### config.mk
export PLATFORM = sky130hd
export DESIGN_NAME = pmc_mii_dev
export DESIGN_NICKNAME = d
export VERILOG_FILES = /design/src/logic/pmc_pkg.sv /design/src/logic/pmc_edge_sync.sv /design/src/logic/pmc_mii_dev.sv
export VERILOG_INCLUDE_DIRS = /design/src /design/src/logic
export SDC_FILE = /design/constraint.sdc
export NUM_CORES = 1
export LEC_CHECK = 0
export ABC_AREA = 1
export CORE_MARGIN = 2
export CORE_UTILIZATION = 59
export CTS_BUF_LIST = sky130_fd_sc_hd__clkbuf_8
export CTS_CLUSTER_SIZE = 10
export DETAILED_ROUTE_END_ITERATION = 10
export DONT_BUFFER_PORTS = 1
export MAX_ROUTING_LAYER = met4
export PLACE_DENSITY = 0.75
export SLEW_MARGIN = 30
export SYNTH_ARGS = -nofsm -noshare
export SYNTH_HDL_FRONTEND = slang
export SYNTH_SLANG_ARGS = --single-unit
### constraint.sdc
create_clock -name core_clk -period 1.5 [get_ports core_clk]
set_input_delay 0.075 -clock core_clk [delete_from_list [all_inputs] [get_ports core_clk]]
set_output_delay 0.075 -clock core_clk [all_outputs]
set_load 0.01 [all_outputs]
### src/logic/pmc_defs.svh
// Constants for the controller-side nibble interface of the PHY
`ifndef PMC_DEFS_SVH
`define PMC_DEFS_SVH

// Reference clock on ref_clock_in, in MHz
`define PMC_REF_CLK_MHZ  25
// Bit positions inside the synchronised pin vector
`define PMC_SYN_TXD_LSB  0
`define PMC_SYN_TXER     4
`define PMC_SYN_TXEN     5
`define PMC_SYN_REF      6
`define PMC_SYN_WIDTH    7
// Line symbols
`define PMC_SYM_IDLE     5'h1F
`define PMC_SYM_ERROR    5'h04
// Reset values
`define PMC_RST_NIBBLE   4'h0
`define PMC_RST_SYM      5'h1F

`endif

### src/logic/pmc_pkg.sv
// Types and symbol coding for the controller-side nibble interface
package pmc_pkg;

    // Symbol stream toward the line transmitter
    typedef struct packed {
        logic       valid;
        logic [4:0] sym;
    } pmc_line_tx_s;

    // Symbol stream from the line receiver, same clock as the block
    typedef struct packed {
        logic       carrier;
        logic       valid;
        logic       err;
        logic [4:0] sym;
    } pmc_line_rx_s;

    // Outputs toward the controller on the receive side
    typedef struct packed {
        logic       crs;
        logic       dv;
        logic       er;
        logic [3:0] rxd;
    } pmc_rx_pins_s;

    typedef logic [4:0] pmc_sym_t;

    function automatic pmc_sym_t pmc_encode(input logic [3:0] nib);
        case (nib)
            4'h0: pmc_encode = 5'h1E;
            4'h1: pmc_encode = 5'h09;
            4'h2: pmc_encode = 5'h14;
            4'h3: pmc_encode = 5'h15;
            4'h4: pmc_encode = 5'h0A;
            4'h5: pmc_encode = 5'h0B;
            4'h6: pmc_encode = 5'h0E;
            4'h7: pmc_encode = 5'h0F;
            4'h8: pmc_encode = 5'h12;
            4'h9: pmc_encode = 5'h13;
            4'hA: pmc_encode = 5'h16;
            4'hB: pmc_encode = 5'h17;
            4'hC: pmc_encode = 5'h1A;
            4'hD: pmc_encode = 5'h1B;
            4'hE: pmc_encode = 5'h1C;
            default: pmc_encode = 5'h1D;
        endcase
    endfunction

    // Returns {bad, nibble}; bad is set for any non-data symbol
    function automatic logic [4:0] pmc_decode(input pmc_sym_t sym);
        logic [4:0] res;
        res = 5'h10;
        for (int i = 0; i < 16; i++) begin
            if (pmc_encode(4'(i)) == sym) begin
                res = {1'b0, 4'(i)};
            end
        end
        return res;
    endfunction

endpackage

### src/logic/pmc_edge_sync.sv
// Two-flop synchroniser for the controller pins and reference clock
`timescale 1ns/100ps
`include "pmc_defs.svh"

module pmc_edge_sync (
    // Clock and reset
    input  wire logic                       core_clk,
    input  wire logic                       arst_n,
    // Asynchronous pins
    input  wire logic [`PMC_SYN_WIDTH-1:0]  async_in,
    // Synchronised pins and reference clock edges
    output logic      [`PMC_SYN_WIDTH-1:0]  sync_out,
    output logic                            ref_rise,
    output logic                            ref_fall
);

    logic [`PMC_SYN_WIDTH-1:0] meta;
    logic                      ref_last;

    // The edge detector reads only the second stage
    always_ff @(posedge core_clk or negedge arst_n) begin
        if (!arst_n) begin
            meta     <= '0;
            sync_out <= '0;
            ref_last <= 1'b0;
        end else begin
            meta     <= async_in;
            sync_out <= meta;
            ref_last <= sync_out[`PMC_SYN_REF];
        end
    end

    assign ref_rise = sync_out[`PMC_SYN_REF] & ~ref_last;
    assign ref_fall = ~sync_out[`PMC_SYN_REF] & ref_last;

endmodule // pmc_edge_sync

### src/logic/pmc_mii_dev.sv
// Controller-facing nibble interface of the PHY, device end
// Contract
// - Transmit clock derived from 25 MHz reference
// - Transmit pins sampled on transmit clock rise
// - One nibble per clock, only while enabled
// - Transmit error sends special error pattern
// - Encoder bypass uses error as fifth bit
// - Receive outputs change on receive clock fall
// - Carrier sense follows line, on falling edges
// - Data valid follows line valid, even when decoding fails
// - One received nibble per receive clock
// - Receive error flags coding or line errors
// - Decoder bypass uses receive error as bit4
// - Collision raised when transmit meets receive
`timescale 1ns/100ps
`include "pmc_defs.svh"

module pmc_mii_dev (
    // Clock and reset
    input  wire logic                  core_clk,
    input  wire logic                  arst_n,
    // Reference clock pin, sampled by core_clk
    input  wire logic                  ref_clock_in,
    // Static mode straps, same clock domain
    input  wire logic                  tx_bypass,
    input  wire logic                  rx_bypass,
    // Controller transmit pins
    input  wire logic [3:0]            txd,
    input  wire logic                  tx_en,
    input  wire logic                  tx_fifth_symbol_bit,
    // Controller clock and receive pins
    output logic                       tx_clk,
    output logic                       rx_clk,
    output logic [3:0]                 rxd,
    output logic                       rx_dv,
    output logic                       rx_fifth_symbol_bit,
    output logic                       crs,
    output logic                       col,
    // Line side symbol streams
    input  pmc_pkg::pmc_line_rx_s      line_rx,
    output pmc_pkg::pmc_line_tx_s      line_tx
);

    logic [`PMC_SYN_WIDTH-1:0] syn;
    logic                      ref_rise;
    logic                      ref_fall;
    logic [3:0]                s_txd;
    logic                      s_en;
    logic                      s_er;

    pmc_edge_sync u_sync (
        .core_clk (core_clk),
        .arst_n   (arst_n),
        .async_in ({ref_clock_in, tx_en, tx_fifth_symbol_bit, txd}),
        .sync_out (syn),
        .ref_rise (ref_rise),
        .ref_fall (ref_fall)
    );

    assign s_txd = syn[`PMC_SYN_TXD_LSB +: 4];
    assign s_en  = syn[`PMC_SYN_TXEN];
    assign s_er  = syn[`PMC_SYN_TXER];

    // Clock outputs: both follow the sampled reference
    logic clk_q;
    logic next_clk_q;

    always_comb begin
        next_clk_q = clk_q;
        if (ref_rise) begin
            next_clk_q = 1'b1;
        end else if (ref_fall) begin
            next_clk_q = 1'b0;
        end
    end

    always_ff @(posedge core_clk or negedge arst_n) begin
        if (!arst_n) begin
            clk_q <= 1'b0;
        end else begin
            clk_q <= next_clk_q;
        end
    end

    assign tx_clk = clk_q;
    assign rx_clk = clk_q;

    // Transmit path
    pmc_pkg::pmc_line_tx_s tx_q;
    pmc_pkg::pmc_line_tx_s next_tx_q;

    always_comb begin
        next_tx_q = tx_q;
        // Pins synchronise faster than a reference half period, so the
        // value seen at the rise is the one the controller set up
        if (ref_rise) begin
            if (s_en) begin
                next_tx_q.valid = 1'b1;
                if (tx_bypass) begin
                    next_tx_q.sym = {s_er, s_txd};
                end else if (s_er) begin
                    next_tx_q.sym = `PMC_SYM_ERROR;
                end else begin
                    next_tx_q.sym = pmc_pkg::pmc_encode(s_txd);
                end
            end else begin
                next_tx_q.valid = 1'b0;
                next_tx_q.sym   = `PMC_SYM_IDLE;
            end
        end
    end

    always_ff @(posedge core_clk or negedge arst_n) begin
        if (!arst_n) begin
            tx_q <= '{valid: 1'b0, sym: `PMC_RST_SYM};
        end else begin
            tx_q <= next_tx_q;
        end
    end

    assign line_tx = tx_q;

    // Receive path, updated only at the reference fall
    pmc_pkg::pmc_rx_pins_s rx_q;
    pmc_pkg::pmc_rx_pins_s next_rx_q;
    logic [4:0]            dec;

    always_comb begin
        dec       = pmc_pkg::pmc_decode(line_rx.sym);
        next_rx_q = rx_q;
        if (ref_fall) begin
            next_rx_q.crs = line_rx.carrier;
            next_rx_q.dv  = line_rx.valid;
            if (!line_rx.valid) begin
                next_rx_q.rxd = `PMC_RST_NIBBLE;
                next_rx_q.er  = 1'b0;
            end else if (rx_bypass) begin
                next_rx_q.rxd = line_rx.sym[3:0];
                next_rx_q.er  = line_rx.sym[4];
            end else begin
                next_rx_q.rxd = dec[3:0];
                next_rx_q.er  = dec[4] | line_rx.err;
            end
        end
    end

    always_ff @(posedge core_clk or negedge arst_n) begin
        if (!arst_n) begin
            rx_q <= '{crs: 1'b0, dv: 1'b0, er: 1'b0,
                      rxd: `PMC_RST_NIBBLE};
        end else begin
            rx_q <= next_rx_q;
        end
    end

    assign crs                 = rx_q.crs;
    assign rx_dv               = rx_q.dv;
    assign rx_fifth_symbol_bit = rx_q.er;
    assign rxd                 = rx_q.rxd;

    // Collision: own transmission overlaps line carrier (half duplex)
    logic col_q;
    logic next_col_q;

    always_comb begin
        next_col_q = tx_q.valid & line_rx.carrier;
    end

    always_ff @(posedge core_clk or negedge arst_n) begin
        if (!arst_n) begin
            col_q <= 1'b0;
        end else begin
            col_q <= next_col_q;
        end
    end

    assign col = col_q;
endmodule // pmc_mii_dev

==> metrics.log, run 1 <==
[metrics] Detail Placement HPWL: 1749 um
[metrics] Synthesized Nets: between 150 and 200
[metrics] unique cell type count in the Yosys netlist: 21
[metrics] leading area contributor after synthesis: sky130_fd_sc_hd__dfrtp_1
[metrics] DRT antenna net count: 0
[metrics] Setup TNS Final: 0 ns
[metrics] Initial Util: approximately three fifths
[metrics] biggest area contributors in the synthesized netlist: sky130_fd_sc_hd__dfrtp_1, sky130_fd_sc_hd__dfstp_2, sky130_fd_sc_hd__nand2_1, sky130_fd_sc_hd__nor2_1, sky130_fd_sc_hd__a21oi_1
[metrics] Post-CTS Hold Fix Bufs: 13
[metrics] area fraction of the dominant cell type after synthesis: about 48%
[metrics] maximum fanout count along the critical path: 7
[metrics] required time reported for the critical path endpoint: between 1.5 and 2 ns
[metrics] core region area: between 0.002 and 0.0025 mm2
[metrics] transition time at the pin with the least slew margin: 0.3568 ns
[metrics] summed area of non-filler cells in the final layout: between 0.0015 and 0.002 mm2
[metrics] clock tree from TritonCTS: done
[metrics] clock edge transition at the registers on the reported setup and hold paths: about 0.06 ns
[metrics] drt first pass iters: 4
[metrics] fraction of layout cells with a size suffix above 1: 11.24%
[metrics] total setup buffers inserted after CTS: 0
[metrics] achievable frequency: between 0.8 and 0.9 GHz
[metrics] Buf/Inv on CP: 1
[metrics] R2R setup slack: about 0.29 ns
[metrics] LEAKAGE: between 0.7 and 0.8 nW
[metrics] worst hold path class: in -> reg
[metrics] final critical-path setup slack: about 0.29 ns
[metrics] IO Pins: 35
[metrics] diode insertion count for antenna repair: 0
[metrics] worst slack at placement: about 0.29 ns
[metrics] standard-cell rows: 17
[metrics] vertical die dimension: just over 50 um
[metrics] number of resized instances in the post-cts repair step: 0
[metrics] clk root buf: sky130_fd_sc_hd__clkbuf_8
[metrics] clock buffer count from CTS: 5
[metrics] clock period minus worst slack: between 1 and 1.5 ns
[metrics] CTS Sinks: 30
[metrics] number of nets in the finished design: around 190
[metrics] count of synthesis-stage warnings from yosys: 0
[metrics] CP Cell Sequence: inv_1, ha_1, nand2_1, a21oi_1, a21oi_1
[metrics] cell area reported after detailed placement: about 0.0013 mm2
[metrics] FF-to-FF End: line_tx[2]
[metrics] number of antenna violations at the first check in global routing: 0
[metrics] Setup crit start kind: register
[metrics] flops & latches, synth: 30
[metrics] final setup violation count: 0
[metrics] latest clock arrival within the worst-skew pair: roughly 0.28 ns
[metrics] floorplan die area: roughly 0.0026 mm2
[metrics] total routing usage reported by global routing: 23.95%
[metrics] Max transition margin: 75.91%
[metrics] pin count of the biggest net entering global routing: 31
[metrics] remaining design rule violation count: 0
[metrics] utilization after layout: 72.09%
[metrics] worst-case clock skew: approximately 0.0029 ns
[metrics] most common cell type on the critical path: sky130_fd_sc_hd__a21oi_1
[metrics] setup repair after global routing missed its margin: false
[metrics] number of DRC markers in iteration 0: 21
[metrics] Overflow after GRT: 0
[metrics] origin of the worst min-delay path: line_rx[5]
[metrics] maximum level of the CTS H-tree: 2
[metrics] routed vias: between 1000 and 1500
[metrics] hold worst-path end: rx_fifth_symbol_bit
[metrics] number of failing hold endpoints at the final stage: 0
[metrics] buffer depth of the longest clock path: 2
[metrics] Area Overhead vs Synth: 18.82%
[metrics] width of the die: just over 50 um
[metrics] worst endpoint data arrival time: 1.41 ns
[metrics] count of cells along the worst register-to-register path: 5
[metrics] Peak supply drop: between 800 and 900 uV
[metrics] detailed-route wire length: approximately 2500 um
[metrics] post-synthesis average cell area: around 8.8 um2
[metrics] IO buf count: 0
[metrics] Routed WL per cell: between 10 and 15 um
[metrics] cell depth of the worst hold path: 4
[metrics] slowest cell on the critical path: sky130_fd_sc_hd__dfrtp_1
[metrics] first-pass GRT wire length: between 4000 and 5000 um
[metrics] stage delay of the slowest cell on the critical path: between 0.3 and 0.4 ns
[metrics] start of the worst register-to-register path: u_sync.ref_last
[metrics] kind of capture point of the worst setup path: register
[metrics] fill cell total of the finished layout: between 150 and 200
[metrics] fraction of the yosys area taken by sequential cells: a little under three fifths
[metrics] critical path start-end classification: reg -> reg
[metrics] via count of the first global-routing pass: roughly 1000
[metrics] final weighted congestion in routability-driven placement: 0.9478
[metrics] maximum capacitance violations: 0
[metrics] status: complete, no violations
[metrics] total power density per cell area: 1096 mW/mm2
[metrics] Post-Syn Instances: around 150
[metrics] Tcrit/Tclk final: slightly above 80%
[metrics] post-synthesis instance area: 0.001316 mm2
[metrics] minimum hold slack: roughly 0.0095 ns
[metrics] Final Max Slew Viols: 0
[metrics] dominant delay contributor by cell family on the critical path: flip-flops
[metrics] vias per cell: between 5 and 6
Yosys cell counts:
cell / count
sky130_fd_sc_hd__inv_1: 16
sky130_fd_sc_hd__ha_1: 2
sky130_fd_sc_hd__nor3_1: 4
sky130_fd_sc_hd__dfstp_2: 5
sky130_fd_sc_hd__nor3b_1: 1
sky130_fd_sc_hd__nand2_2: 2
sky130_fd_sc_hd__o31ai_1: 1
sky130_fd_sc_hd__nand3_1: 11
sky130_fd_sc_hd__nand3_2: 2
sky130_fd_sc_hd__nor2_1: 18
sky130_fd_sc_hd__o22a_1: 1
sky130_fd_sc_hd__a21oi_1: 13
sky130_fd_sc_hd__buf_4: 1
sky130_fd_sc_hd__o21ai_1: 3
sky130_fd_sc_hd__inv_2: 2
sky130_fd_sc_hd__nor2_4: 1
sky130_fd_sc_hd__o21ai_0: 6
sky130_fd_sc_hd__o311ai_0: 1
sky130_fd_sc_hd__nand2_1: 33
sky130_fd_sc_hd__nor2_2: 1
sky130_fd_sc_hd__dfrtp_1: 25
where the power goes:
group,internal [W],switching (W)
Sequential,0.000894,0.0000741
Combinational,0.0000783,0.000101
Clock,0.000307,0.000259
stage by stage:
step | cells | power (W)
2_1_floorplan | 149 | 0.001082
3_3_place_gp | 176 | 0.001107
3_5_place_dp | 176 | 0.001112
4_1_cts | 197 | 0.001731
5_1_grt | 197 | 0.001813
6_report | 197 | 0.001714
flip-flops by register name, indices dropped and copies added (netlist names):
signal,flops
col,1
rx_fifth_symbol_bit,1
u_sync.ref_last,1
u_sync.sync_out,7
line_tx,6
crs,1
rx_clk,1
rxd,4
u_sync.meta,7
rx_dv,1
logic make-up after synthesis:
group,count (synthesis),synth area share [%]
simple gates,73,24.62
flops,30,57.51
compound gates,25,10.27
buf+inv,19,5.704
fa+ha+maj,2,1.901
layout by cell type (no fill, tap or decap):
cell	netlist	routed
sky130_fd_sc_hd__nor3b_1	1	1
sky130_fd_sc_hd__dlygate4sd3_1	0	12
sky130_fd_sc_hd__o21ai_0	6	6
sky130_fd_sc_hd__nand3_1	11	11
sky130_fd_sc_hd__dfrtp_1	25	25
sky130_fd_sc_hd__nor3_1	4	4
sky130_fd_sc_hd__o31ai_1	1	1
sky130_fd_sc_hd__nand2_1	33	33
sky130_fd_sc_hd__dfstp_2	5	5
sky130_fd_sc_hd__o21ai_1	3	3
sky130_fd_sc_hd__o311ai_0	1	1
sky130_fd_sc_hd__nand3_2	2	2
sky130_fd_sc_hd__o22a_1	1	1
sky130_fd_sc_hd__a21oi_1	13	13
sky130_fd_sc_hd__inv_1	16	19
sky130_fd_sc_hd__ha_1	2	2
sky130_fd_sc_hd__nor2_1	18	18
sky130_fd_sc_hd__inv_2	2	2
sky130_fd_sc_hd__nand2_2	2	2
sky130_fd_sc_hd__nor2_4	1	1
sky130_fd_sc_hd__nor2_2	1	1
sky130_fd_sc_hd__clkbuf_8	0	5
sky130_fd_sc_hd__buf_12	0	1
worst min-delay path, cell delays in order:
cell                      delay, ns
sky130_fd_sc_hd__nor2_1        0.02
sky130_fd_sc_hd__nand2_1       0.05
sky130_fd_sc_hd__nand2_1       0.05
sky130_fd_sc_hd__nand2_1       0.05
metal layers:
metal | up-vias | GRT usage [%] | wire (um)
met4 | 0 | 9.211 | 38
met3 | 7 | 10.82 | 224
li1 | 520 | - | -
met5 | - | - | 0
met2 | 43 | 33.55 | 1071
met1 | 461 | 30.65 | 1135
area by class of cell:
type	count	area (um2)	area share, %
Clock buffer	5	68.82	4.400
Clock inverter	3	11.26	0.7200
Inverter	18	67.56	4.320
Multi-Input combinational cell	100	484.2	30.96
Sequential cell	30	757.0	48.40
Tap cell	28	35.03	2.240
Timing Repair Buffer	13	140.1	8.960
how the worst max path moves through the flow:
stage / start / endpoint / depth (start not counted)
after floorplan: u_sync.ref_last / line_tx[1] / 5
after global placement: u_sync.ref_last / line_tx[2] / 5
after detailed placement: u_sync.ref_last / line_tx[1] / 5
after CTS: u_sync.ref_last / line_tx[2] / 5
after global routing: u_sync.ref_last / line_tx[4] / 5
final: u_sync.ref_last / line_tx[2] / 5
(Power assumes the default switching activity.)
==> inputs of run 2 (changes only) <==
- ABC_AREA: 1 -> 0
- CORE_UTILIZATION: 59 -> 58
- PLACE_DENSITY: 0.75 -> 0.76
- clock period: 1.5 -> 1 ns (I/O delays scaled with it)
==> metrics.log, run 2 <==
[metrics] status: finished with violations
[metrics] failing checks: negative setup slack
[metrics] Post-synth EDFFs: 0 (unchanged)
[metrics] count of synthesis-stage warnings from yosys: 0 (unchanged)
[metrics] transition time at the pin with the least slew margin: 0.3783 ns (+0.02145 ns)
[metrics] floorplan die area: 0.002622 mm2 (about the same)
[metrics] post-synthesis average cell area: 11.24 um2 (+27%)
[metrics] leading cell type in the layout, fill and taps excluded: sky130_fd_sc_hd__dfrtp_1
[metrics] top library cells by usage in the layout, fill and taps aside: sky130_fd_sc_hd__dfrtp_1, sky130_fd_sc_hd__dlygate4sd3_1, sky130_fd_sc_hd__nand2_1, sky130_fd_sc_hd__inv_1, sky130_fd_sc_hd__clkbuf_8
[metrics] flops & latches, synth: 30 (unchanged)
[metrics] routed vias: 947 (-8.1%)
[metrics] number of DRC markers in iteration 0: 10 (-52%)
[metrics] sequential cell area: 758.2 um2 (+0.17%)
[metrics] Final Max Slew Viols: 0 (unchanged)
[metrics] Area Overhead vs Synth: 36.01%
[metrics] drt first pass iters: 2 (-2)
[metrics] clock period minus worst slack: 1.156 ns (-0.05904 ns)
[metrics] first-pass GRT wire length: 4305 um (-1.1%)
[metrics] required time reported for the critical path endpoint: 1.17 ns (-0.52 ns)
[metrics] cell area reported after detailed placement: 0.001329 mm2 (-1.1%)
[metrics] total setup buffers inserted after CTS: 0 (unchanged)
[metrics] kind of capture point of the worst setup path: register
[metrics] vias per cell: 5.637 (+7.7%)
[metrics] Overflow after GRT: 0 (unchanged)
[metrics] diode insertion count for antenna repair: 0 (unchanged)
[metrics] detailed-route wire length: 2800 um (+13%)
[metrics] Setup crit start kind: register
[metrics] IO buf count: 0 (unchanged)
[metrics] latest clock arrival within the worst-skew pair: 0.28 ns (about the same)
[metrics] summed area of non-filler cells in the final layout: 0.001758 mm2 (+12%)
[metrics] biggest area contributors in the synthesized netlist: sky130_fd_sc_hd__dfrtp_1, sky130_fd_sc_hd__dfstp_2, sky130_fd_sc_hd__nand2_1, sky130_fd_sc_hd__buf_6, sky130_fd_sc_hd__inv_1
[metrics] maximum capacitance violations: 0 (unchanged)
[metrics] area fraction of the dominant cell type after synthesis: 48.40% (+0.87 points)
[metrics] CTS Sinks: 30 (unchanged)
[metrics] minimum hold slack: 0.03647 ns (+0.02692 ns)
[metrics] worst-case clock skew: 0.003376 ns (+0.0004990 ns)
[metrics] Detail Placement HPWL: 1633 um (-6.6%)
[metrics] Routed WL per cell: 16.67 um (+33%)
[metrics] worst hold path class: in -> reg
[metrics] post-synthesis instance area: 0.001292 mm2 (-1.8%)
[metrics] top cell types by occurrence after synthesis: sky130_fd_sc_hd__dfrtp_1, sky130_fd_sc_hd__nand2_1, sky130_fd_sc_hd__inv_1, sky130_fd_sc_hd__nor2_1
[metrics] LEAKAGE: 0.7527 nW (-5.5%)
[metrics] Synthesized Nets: 136 (-20%)
[metrics] Max transition margin: 74.78% (-1.1 points)
[metrics] fill cell total of the finished layout: 115 (-35%)
[metrics] Peak supply drop: 1327 uV (+55%)
[metrics] fraction of layout cells with a size suffix above 1: 31.43% (+20 points)
[metrics] achievable frequency: 0.8651 GHz (+5.1%)
[metrics] Post-Syn Instances: 115 (-23%)
[metrics] most frequent cell after synthesis: sky130_fd_sc_hd__dfrtp_1
[metrics] width of the die: 51.21 um (about the same)
[metrics] core region area: 0.002148 mm2 (-0.98%)
[metrics] total routing usage reported by global routing: 24.56% (+0.61 points)
[metrics] standard-cell rows: 17 (unchanged)
[metrics] pin count of the biggest net entering global routing: 31 (unchanged)
[metrics] number of nets in the finished design: 160 (-15%)
[metrics] remaining design rule violation count: 0 (unchanged)
[metrics] Post-synth ARST share: 100.0% (unchanged)
[metrics] maximum level of the CTS H-tree: 2 (unchanged)
[metrics] final std cells w/o fill: 168 (-15%)
[metrics] clock edge transition at the registers on the reported setup and hold paths: 0.06 ns (about the same)
[metrics] clk root buf: sky130_fd_sc_hd__clkbuf_8
[metrics] critical path start-end classification: reg -> reg
[metrics] vertical die dimension: 51.21 um (about the same)
[metrics] IO Pins: 35 (unchanged)
[metrics] most instantiated flip-flop cell in the synthesis netlist: sky130_fd_sc_hd__dfrtp_1
[metrics] leading area contributor after synthesis: sky130_fd_sc_hd__dfrtp_1
[metrics] fraction of the yosys area taken by sequential cells: 58.57% (+1.1 points)
[metrics] unique cell type count in the Yosys netlist: 34 (+62%)
[metrics] number of failing hold endpoints at the final stage: 0 (unchanged)
[metrics] worst endpoint data arrival time: 1.32 ns (-0.09 ns)
[metrics] total placed cells including tap cells: 141 (-20%)
[metrics] total power density per cell area: 1700 mW/mm2 (+55%)
[metrics] Initial Util: 60.16% (-0.51 points)
[metrics] final setup violation count: 14 (+14)
[metrics] setup repair after global routing missed its margin: true
[metrics] DRT antenna net count: 0 (unchanged)
[metrics] clock tree from TritonCTS: done
[metrics] maximum fanout count along the critical path: 3 (-4)
[metrics] Tcrit/Tclk final: 115.6% (+35 points)
[metrics] Setup TNS Final: -1.201 ns (-1.201 ns)
[metrics] final weighted congestion in routability-driven placement: 0.8827 (-6.9%)
[metrics] area of combinational cells with multiple inputs: 569.3 um2 (+18%)
[metrics] final critical-path setup slack: -0.1559 ns (-0.4410 ns)
[metrics] number of antenna violations at the first check in global routing: 0 (unchanged)
[metrics] clock buffer count from CTS: 5 (unchanged)
[metrics] via count of the first global-routing pass: 959 (-5.1%)
[metrics] buffer depth of the longest clock path: 2 (unchanged)
run 2: cells by family (layout without fill, tap and decap cells):
| kind of cell | after synthesis | count (layout) | synth area share, % |
|---|---|---|---|
| and+or+nand+nor | 31 | 31 | 11.13 |
| AOI/OAI and AO/OA | 30 | 30 | 16.55 |
| DFF | 30 | 30 | 58.57 |
| buffers and inverters | 17 | 42 | 7.841 |
| muxes | 3 | 3 | 2.614 |
| adders and majority gates | 2 | 2 | 1.936 |
| xor gates and xnor gates | 2 | 2 | 1.356 |
run 2: final cells by class:
class / count / share of cell area (%)
timing repair buffer: 24 / 14.09
multi-input combinational: 68 / 32.38
sequential: 30 / 43.13
clock buffer: 8 / 6.263
inverter: 10 / 2.135
tap: 28 / 1.993
run 2: worst paths after layout:
check	startpoint	to	slack [ns]	cells after the start
worst max-delay path	u_sync.sync_out[6]	rx_clk	-0.16	3
worst min-delay path	line_rx[4]	rx_fifth_symbol_bit	0.04	4
worst max register to register	u_sync.sync_out[6]	rx_clk	-0.16	3
worst min register to register	u_sync.meta[6]	u_sync.sync_out[6]	0.35	0
max in group asynchronous	arst_n	line_tx[1]	0.56	2
min in group asynchronous	arst_n	rx_clk	0.21	2
run 2: critical path, cell delays in order (launching register included):
cell	delay [ns]
sky130_fd_sc_hd__dfrtp_1	0.43
sky130_fd_sc_hd__inv_2	0.07
sky130_fd_sc_hd__ha_4	0.26
sky130_fd_sc_hd__mux2_4	0.28
run 2: where the power goes:
group          internal, W  leakage, nW  total [W]  switching, W
logic             0.000220        0.343   0.000400      0.000180
clock network     0.000694       0.0575    0.00113      0.000432
registers          0.00134        0.352    0.00146      0.000123
total              0.00225        0.753    0.00299      0.000735
run 2: per-stage QoR:
stage | power, W | utilization [%] | setup slack, ns
after floorplan | 0.001668 | - | -0.08813
after global placement | 0.001676 | 61.85 | -0.1015
after detailed placement | 0.001694 | 61.85 | -0.1478
after CTS | 0.002927 | 77.69 | -0.1318
after global routing | 0.003117 | 81.83 | -0.1957
final | 0.002989 | 81.83 | -0.1559
run 2: timing repair:
item,in CTS,in global routing
gates cloned,0,1
gates resized for setup,10,19
hold buffers,18,0
pin swaps,4,6
setup endpoints to repair,14,14
endpoints found under the hold margin,49,0
run 2: routing by layer:
layer | up-vias | wire (um) | GRT usage (%)
met3 | 5 | 152 | 9.357
met5 | - | 0 | -
met1 | 466 | 1036 | 24.75
met2 | 32 | 1551 | 40.26
met4 | 0 | 59 | 14.86
li1 | 444 | - | -
==> inputs of run 3 (changes only) <==
- CORE_UTILIZATION: 58 -> 59
- PLACE_DENSITY: 0.76 -> 0.75
- clock period: 1 -> 1.2 ns (I/O delays scaled with it)
==> metrics.log, run 3 (same netlist as run 2, synthesis figures left out) <==
[metrics] number of failing hold endpoints at the final stage: 0 (unchanged)
[metrics] final setup violation count: 0 (-14)
[metrics] stage delay of the slowest cell on the critical path: 0.42 ns (about the same)
[metrics] clock tree from TritonCTS: done
[metrics] hold worst-path end: rx_fifth_symbol_bit
[metrics] vertical die dimension: 50.81 um (-0.78%)
[metrics] clock edge transition at the registers on the reported setup and hold paths: 0.06 ns (about the same)
[metrics] Setup crit start kind: register
[metrics] number of DRC markers in iteration 0: 18 (+8)
[metrics] clock period minus worst slack: 1.196 ns (+0.03963 ns)
[metrics] count of cells along the worst register-to-register path: 3 (unchanged)
[metrics] Buf/Inv on CP: 1 (unchanged)
[metrics] area of combinational cells with multiple inputs: 456.7 um2 (-20%)
[metrics] number of nets in the finished design: 154 (-3.8%)
[metrics] Detail Placement HPWL: 1580 um (-3.3%)
[metrics] critical path start-end classification: reg -> reg
[metrics] fill cell total of the finished layout: 121 (+5.2%)
[metrics] pin count of the biggest net entering global routing: 31 (unchanged)
[metrics] R2R setup slack: 0.004 ns (+0.16 ns)
[metrics] total power density per cell area: 1403 mW/mm2 (-17%)
[metrics] sequential cell area: 757.0 um2 (-0.16%)
[metrics] final critical-path setup slack: 0.004482 ns (+0.1604 ns)
[metrics] vias per cell: 5.602 (-0.61%)
[metrics] total placed cells including tap cells: 137 (-2.8%)
[metrics] dominant delay contributor by cell family on the critical path: flip-flops
[metrics] clk root buf: sky130_fd_sc_hd__clkbuf_8
[metrics] Overflow after GRT: 0 (unchanged)
[metrics] DRT antenna net count: 0 (unchanged)
[metrics] width of the die: 50.81 um (-0.78%)
[metrics] buffer depth of the longest clock path: 2 (unchanged)
[metrics] routed vias: 902 (-4.8%)
[metrics] core region area: 0.002022 mm2 (-5.9%)
[metrics] Area Overhead vs Synth: 21.39%
[metrics] Initial Util: 63.92% (+3.8 points)
[metrics] final std cells w/o fill: 161 (-4.2%)
[metrics] worst-case clock skew: 0.005024 ns (+0.001648 ns)
[metrics] status: complete, no violations
[metrics] CP Cell Sequence: inv_1, ha_2, mux2_2
[metrics] worst endpoint data arrival time: 1.36 ns (+0.04 ns)
[metrics] FF-to-FF End: line_tx[5]
[metrics] fraction of layout cells with a size suffix above 1: 17.91% (-14 points)
[metrics] cell depth of the worst hold path: 2 (-2)
[metrics] diode insertion count for antenna repair: 0 (unchanged)
[metrics] maximum level of the CTS H-tree: 2 (unchanged)
[metrics] maximum fanout count along the critical path: 3 (unchanged)
[metrics] via count of the first global-routing pass: 891 (-7.1%)
[metrics] total routing usage reported by global routing: 21.57% (-3.0 points)
[metrics] standard-cell rows: 16 (-1)
[metrics] clock buffer count from CTS: 5 (unchanged)
[metrics] Final Max Slew Viols: 0 (unchanged)
[metrics] drt first pass iters: 5 (+3)
[metrics] latest clock arrival within the worst-skew pair: 0.28 ns (about the same)
[metrics] Max transition margin: 76.11% (+1.3 points)
[metrics] maximum capacitance violations: 0 (unchanged)
[metrics] LEAKAGE: 0.6922 nW (-8.0%)
[metrics] kind of capture point of the worst setup path: register
[metrics] leading cell type in the layout, fill and taps excluded: sky130_fd_sc_hd__dfrtp_1
[metrics] CTS Sinks: 30 (unchanged)
[metrics] detailed-route wire length: 2465 um (-12%)
[metrics] floorplan die area: 0.002581 mm2 (-1.6%)
[metrics] remaining design rule violation count: 0 (unchanged)
[metrics] IO buf count: 0 (unchanged)
[metrics] worst slack at placement: -0.06770 ns (+0.08006 ns)
[metrics] worst hold path class: in -> reg
[metrics] total setup buffers inserted after CTS: 0 (unchanged)
[metrics] first-pass GRT wire length: 3870 um (-10%)
[metrics] origin of the worst min-delay path: line_rx[5]
[metrics] required time reported for the critical path endpoint: 1.36 ns (+0.19 ns)
[metrics] Peak supply drop: 1391 uV (+4.8%)
[metrics] Routed WL per cell: 15.31 um (-8.1%)
[metrics] start of the worst register-to-register path: u_sync.ref_last
[metrics] logic depth of the worst setup path including buffers: 3 (unchanged)
[metrics] Tcrit/Tclk final: 99.63% (-16 points)
[metrics] achievable frequency: 0.8365 GHz (-3.3%)
[metrics] number of antenna violations at the first check in global routing: 0 (unchanged)
[metrics] transition time at the pin with the least slew margin: 0.3538 ns (-0.02450 ns)
[metrics] top library cells by usage in the layout, fill and taps aside: sky130_fd_sc_hd__dfrtp_1, sky130_fd_sc_hd__dlygate4sd3_1, sky130_fd_sc_hd__nand2_1, sky130_fd_sc_hd__inv_1, sky130_fd_sc_hd__nor2_1
[metrics] slowest cell on the critical path: sky130_fd_sc_hd__dfrtp_1
[metrics] final weighted congestion in routability-driven placement: 0.8618 (-2.4%)
[metrics] IO Pins: 35 (unchanged)
==> run 3: cell types whose count changed in the layout (fill, tap and decap cells not counted), moves of 3 or more <==
cell                       before  now
sky130_fd_sc_hd__mux2_4         3    0
sky130_fd_sc_hd__clkbuf_8       8    5
sky130_fd_sc_hd__nor2_4         4    0
sky130_fd_sc_hd__o22ai_1        0    3
sky130_fd_sc_hd__nor2_1         4    8
sky130_fd_sc_hd__mux2_2         0    3
==> run 3: stage by stage <==
stage	hold slack, ns	cell area (um2)	total power [W]	TNS [ns]	utilization [%]
global route	0.01200	1569	0.002295	-0.02561	77.60
detailed placement	-0.2351	1290	0.001390	-0.1215	63.80
floorplan	-0.2356	1292	0.001373	0	-
CTS	0.01135	1548	0.002201	-0.007792	76.55
finish	0.01442	1569	0.002202	0	77.60
global placement	-0.2351	1290	0.001379	0	63.80
==> run 3: how the worst max path moves through the flow <==
stage,from,endpoint
2_1_floorplan,u_sync.sync_out[6],rxd[0]
3_3_place_gp,u_sync.sync_out[6],rx_fifth_symbol_bit
3_5_place_dp,u_sync.sync_out[6],rx_fifth_symbol_bit
4_1_cts,u_sync.sync_out[6],rx_clk
5_1_grt,u_sync.ref_last,line_tx[1]
6_report,u_sync.ref_last,line_tx[5]
==> run 3: where the power goes <==
part	internal [W]	switching (W)
logic	0.000134	0.000111
clock network	0.000392	0.000352
registers	0.00112	0.0000972
total	0.00164	0.000560
==> run 3: repair_timing <==
action                     CTS  global route
hold buffers                16             0
setup endpoints to repair    2             6
hold endpoints to repair    48             0
gates resized for setup      3             5
==> run 3: area by class of cell <==
| class | count | share of cell area (%) |
|---|---|---|
| Inverter | 10 | 2.392 |
| Multi-Input combinational cell | 68 | 29.11 |
| Tap cell | 27 | 2.153 |
| Sequential cell | 30 | 48.25 |
| Timing Repair Buffer | 18 | 12.84 |
| Clock buffer | 5 | 4.386 |
| Clock inverter | 3 | 0.8772 |
==> run 3: metal layers <==
layer | wire [um] | global-route usage, % | vias up
met5 | 0 | - | -
met4 | 0 | 6.757 | 0
met3 | 222 | 7.738 | 0
met2 | 1300 | 37.72 | 45
met1 | 941 | 22.71 | 424
li1 | - | - | 433
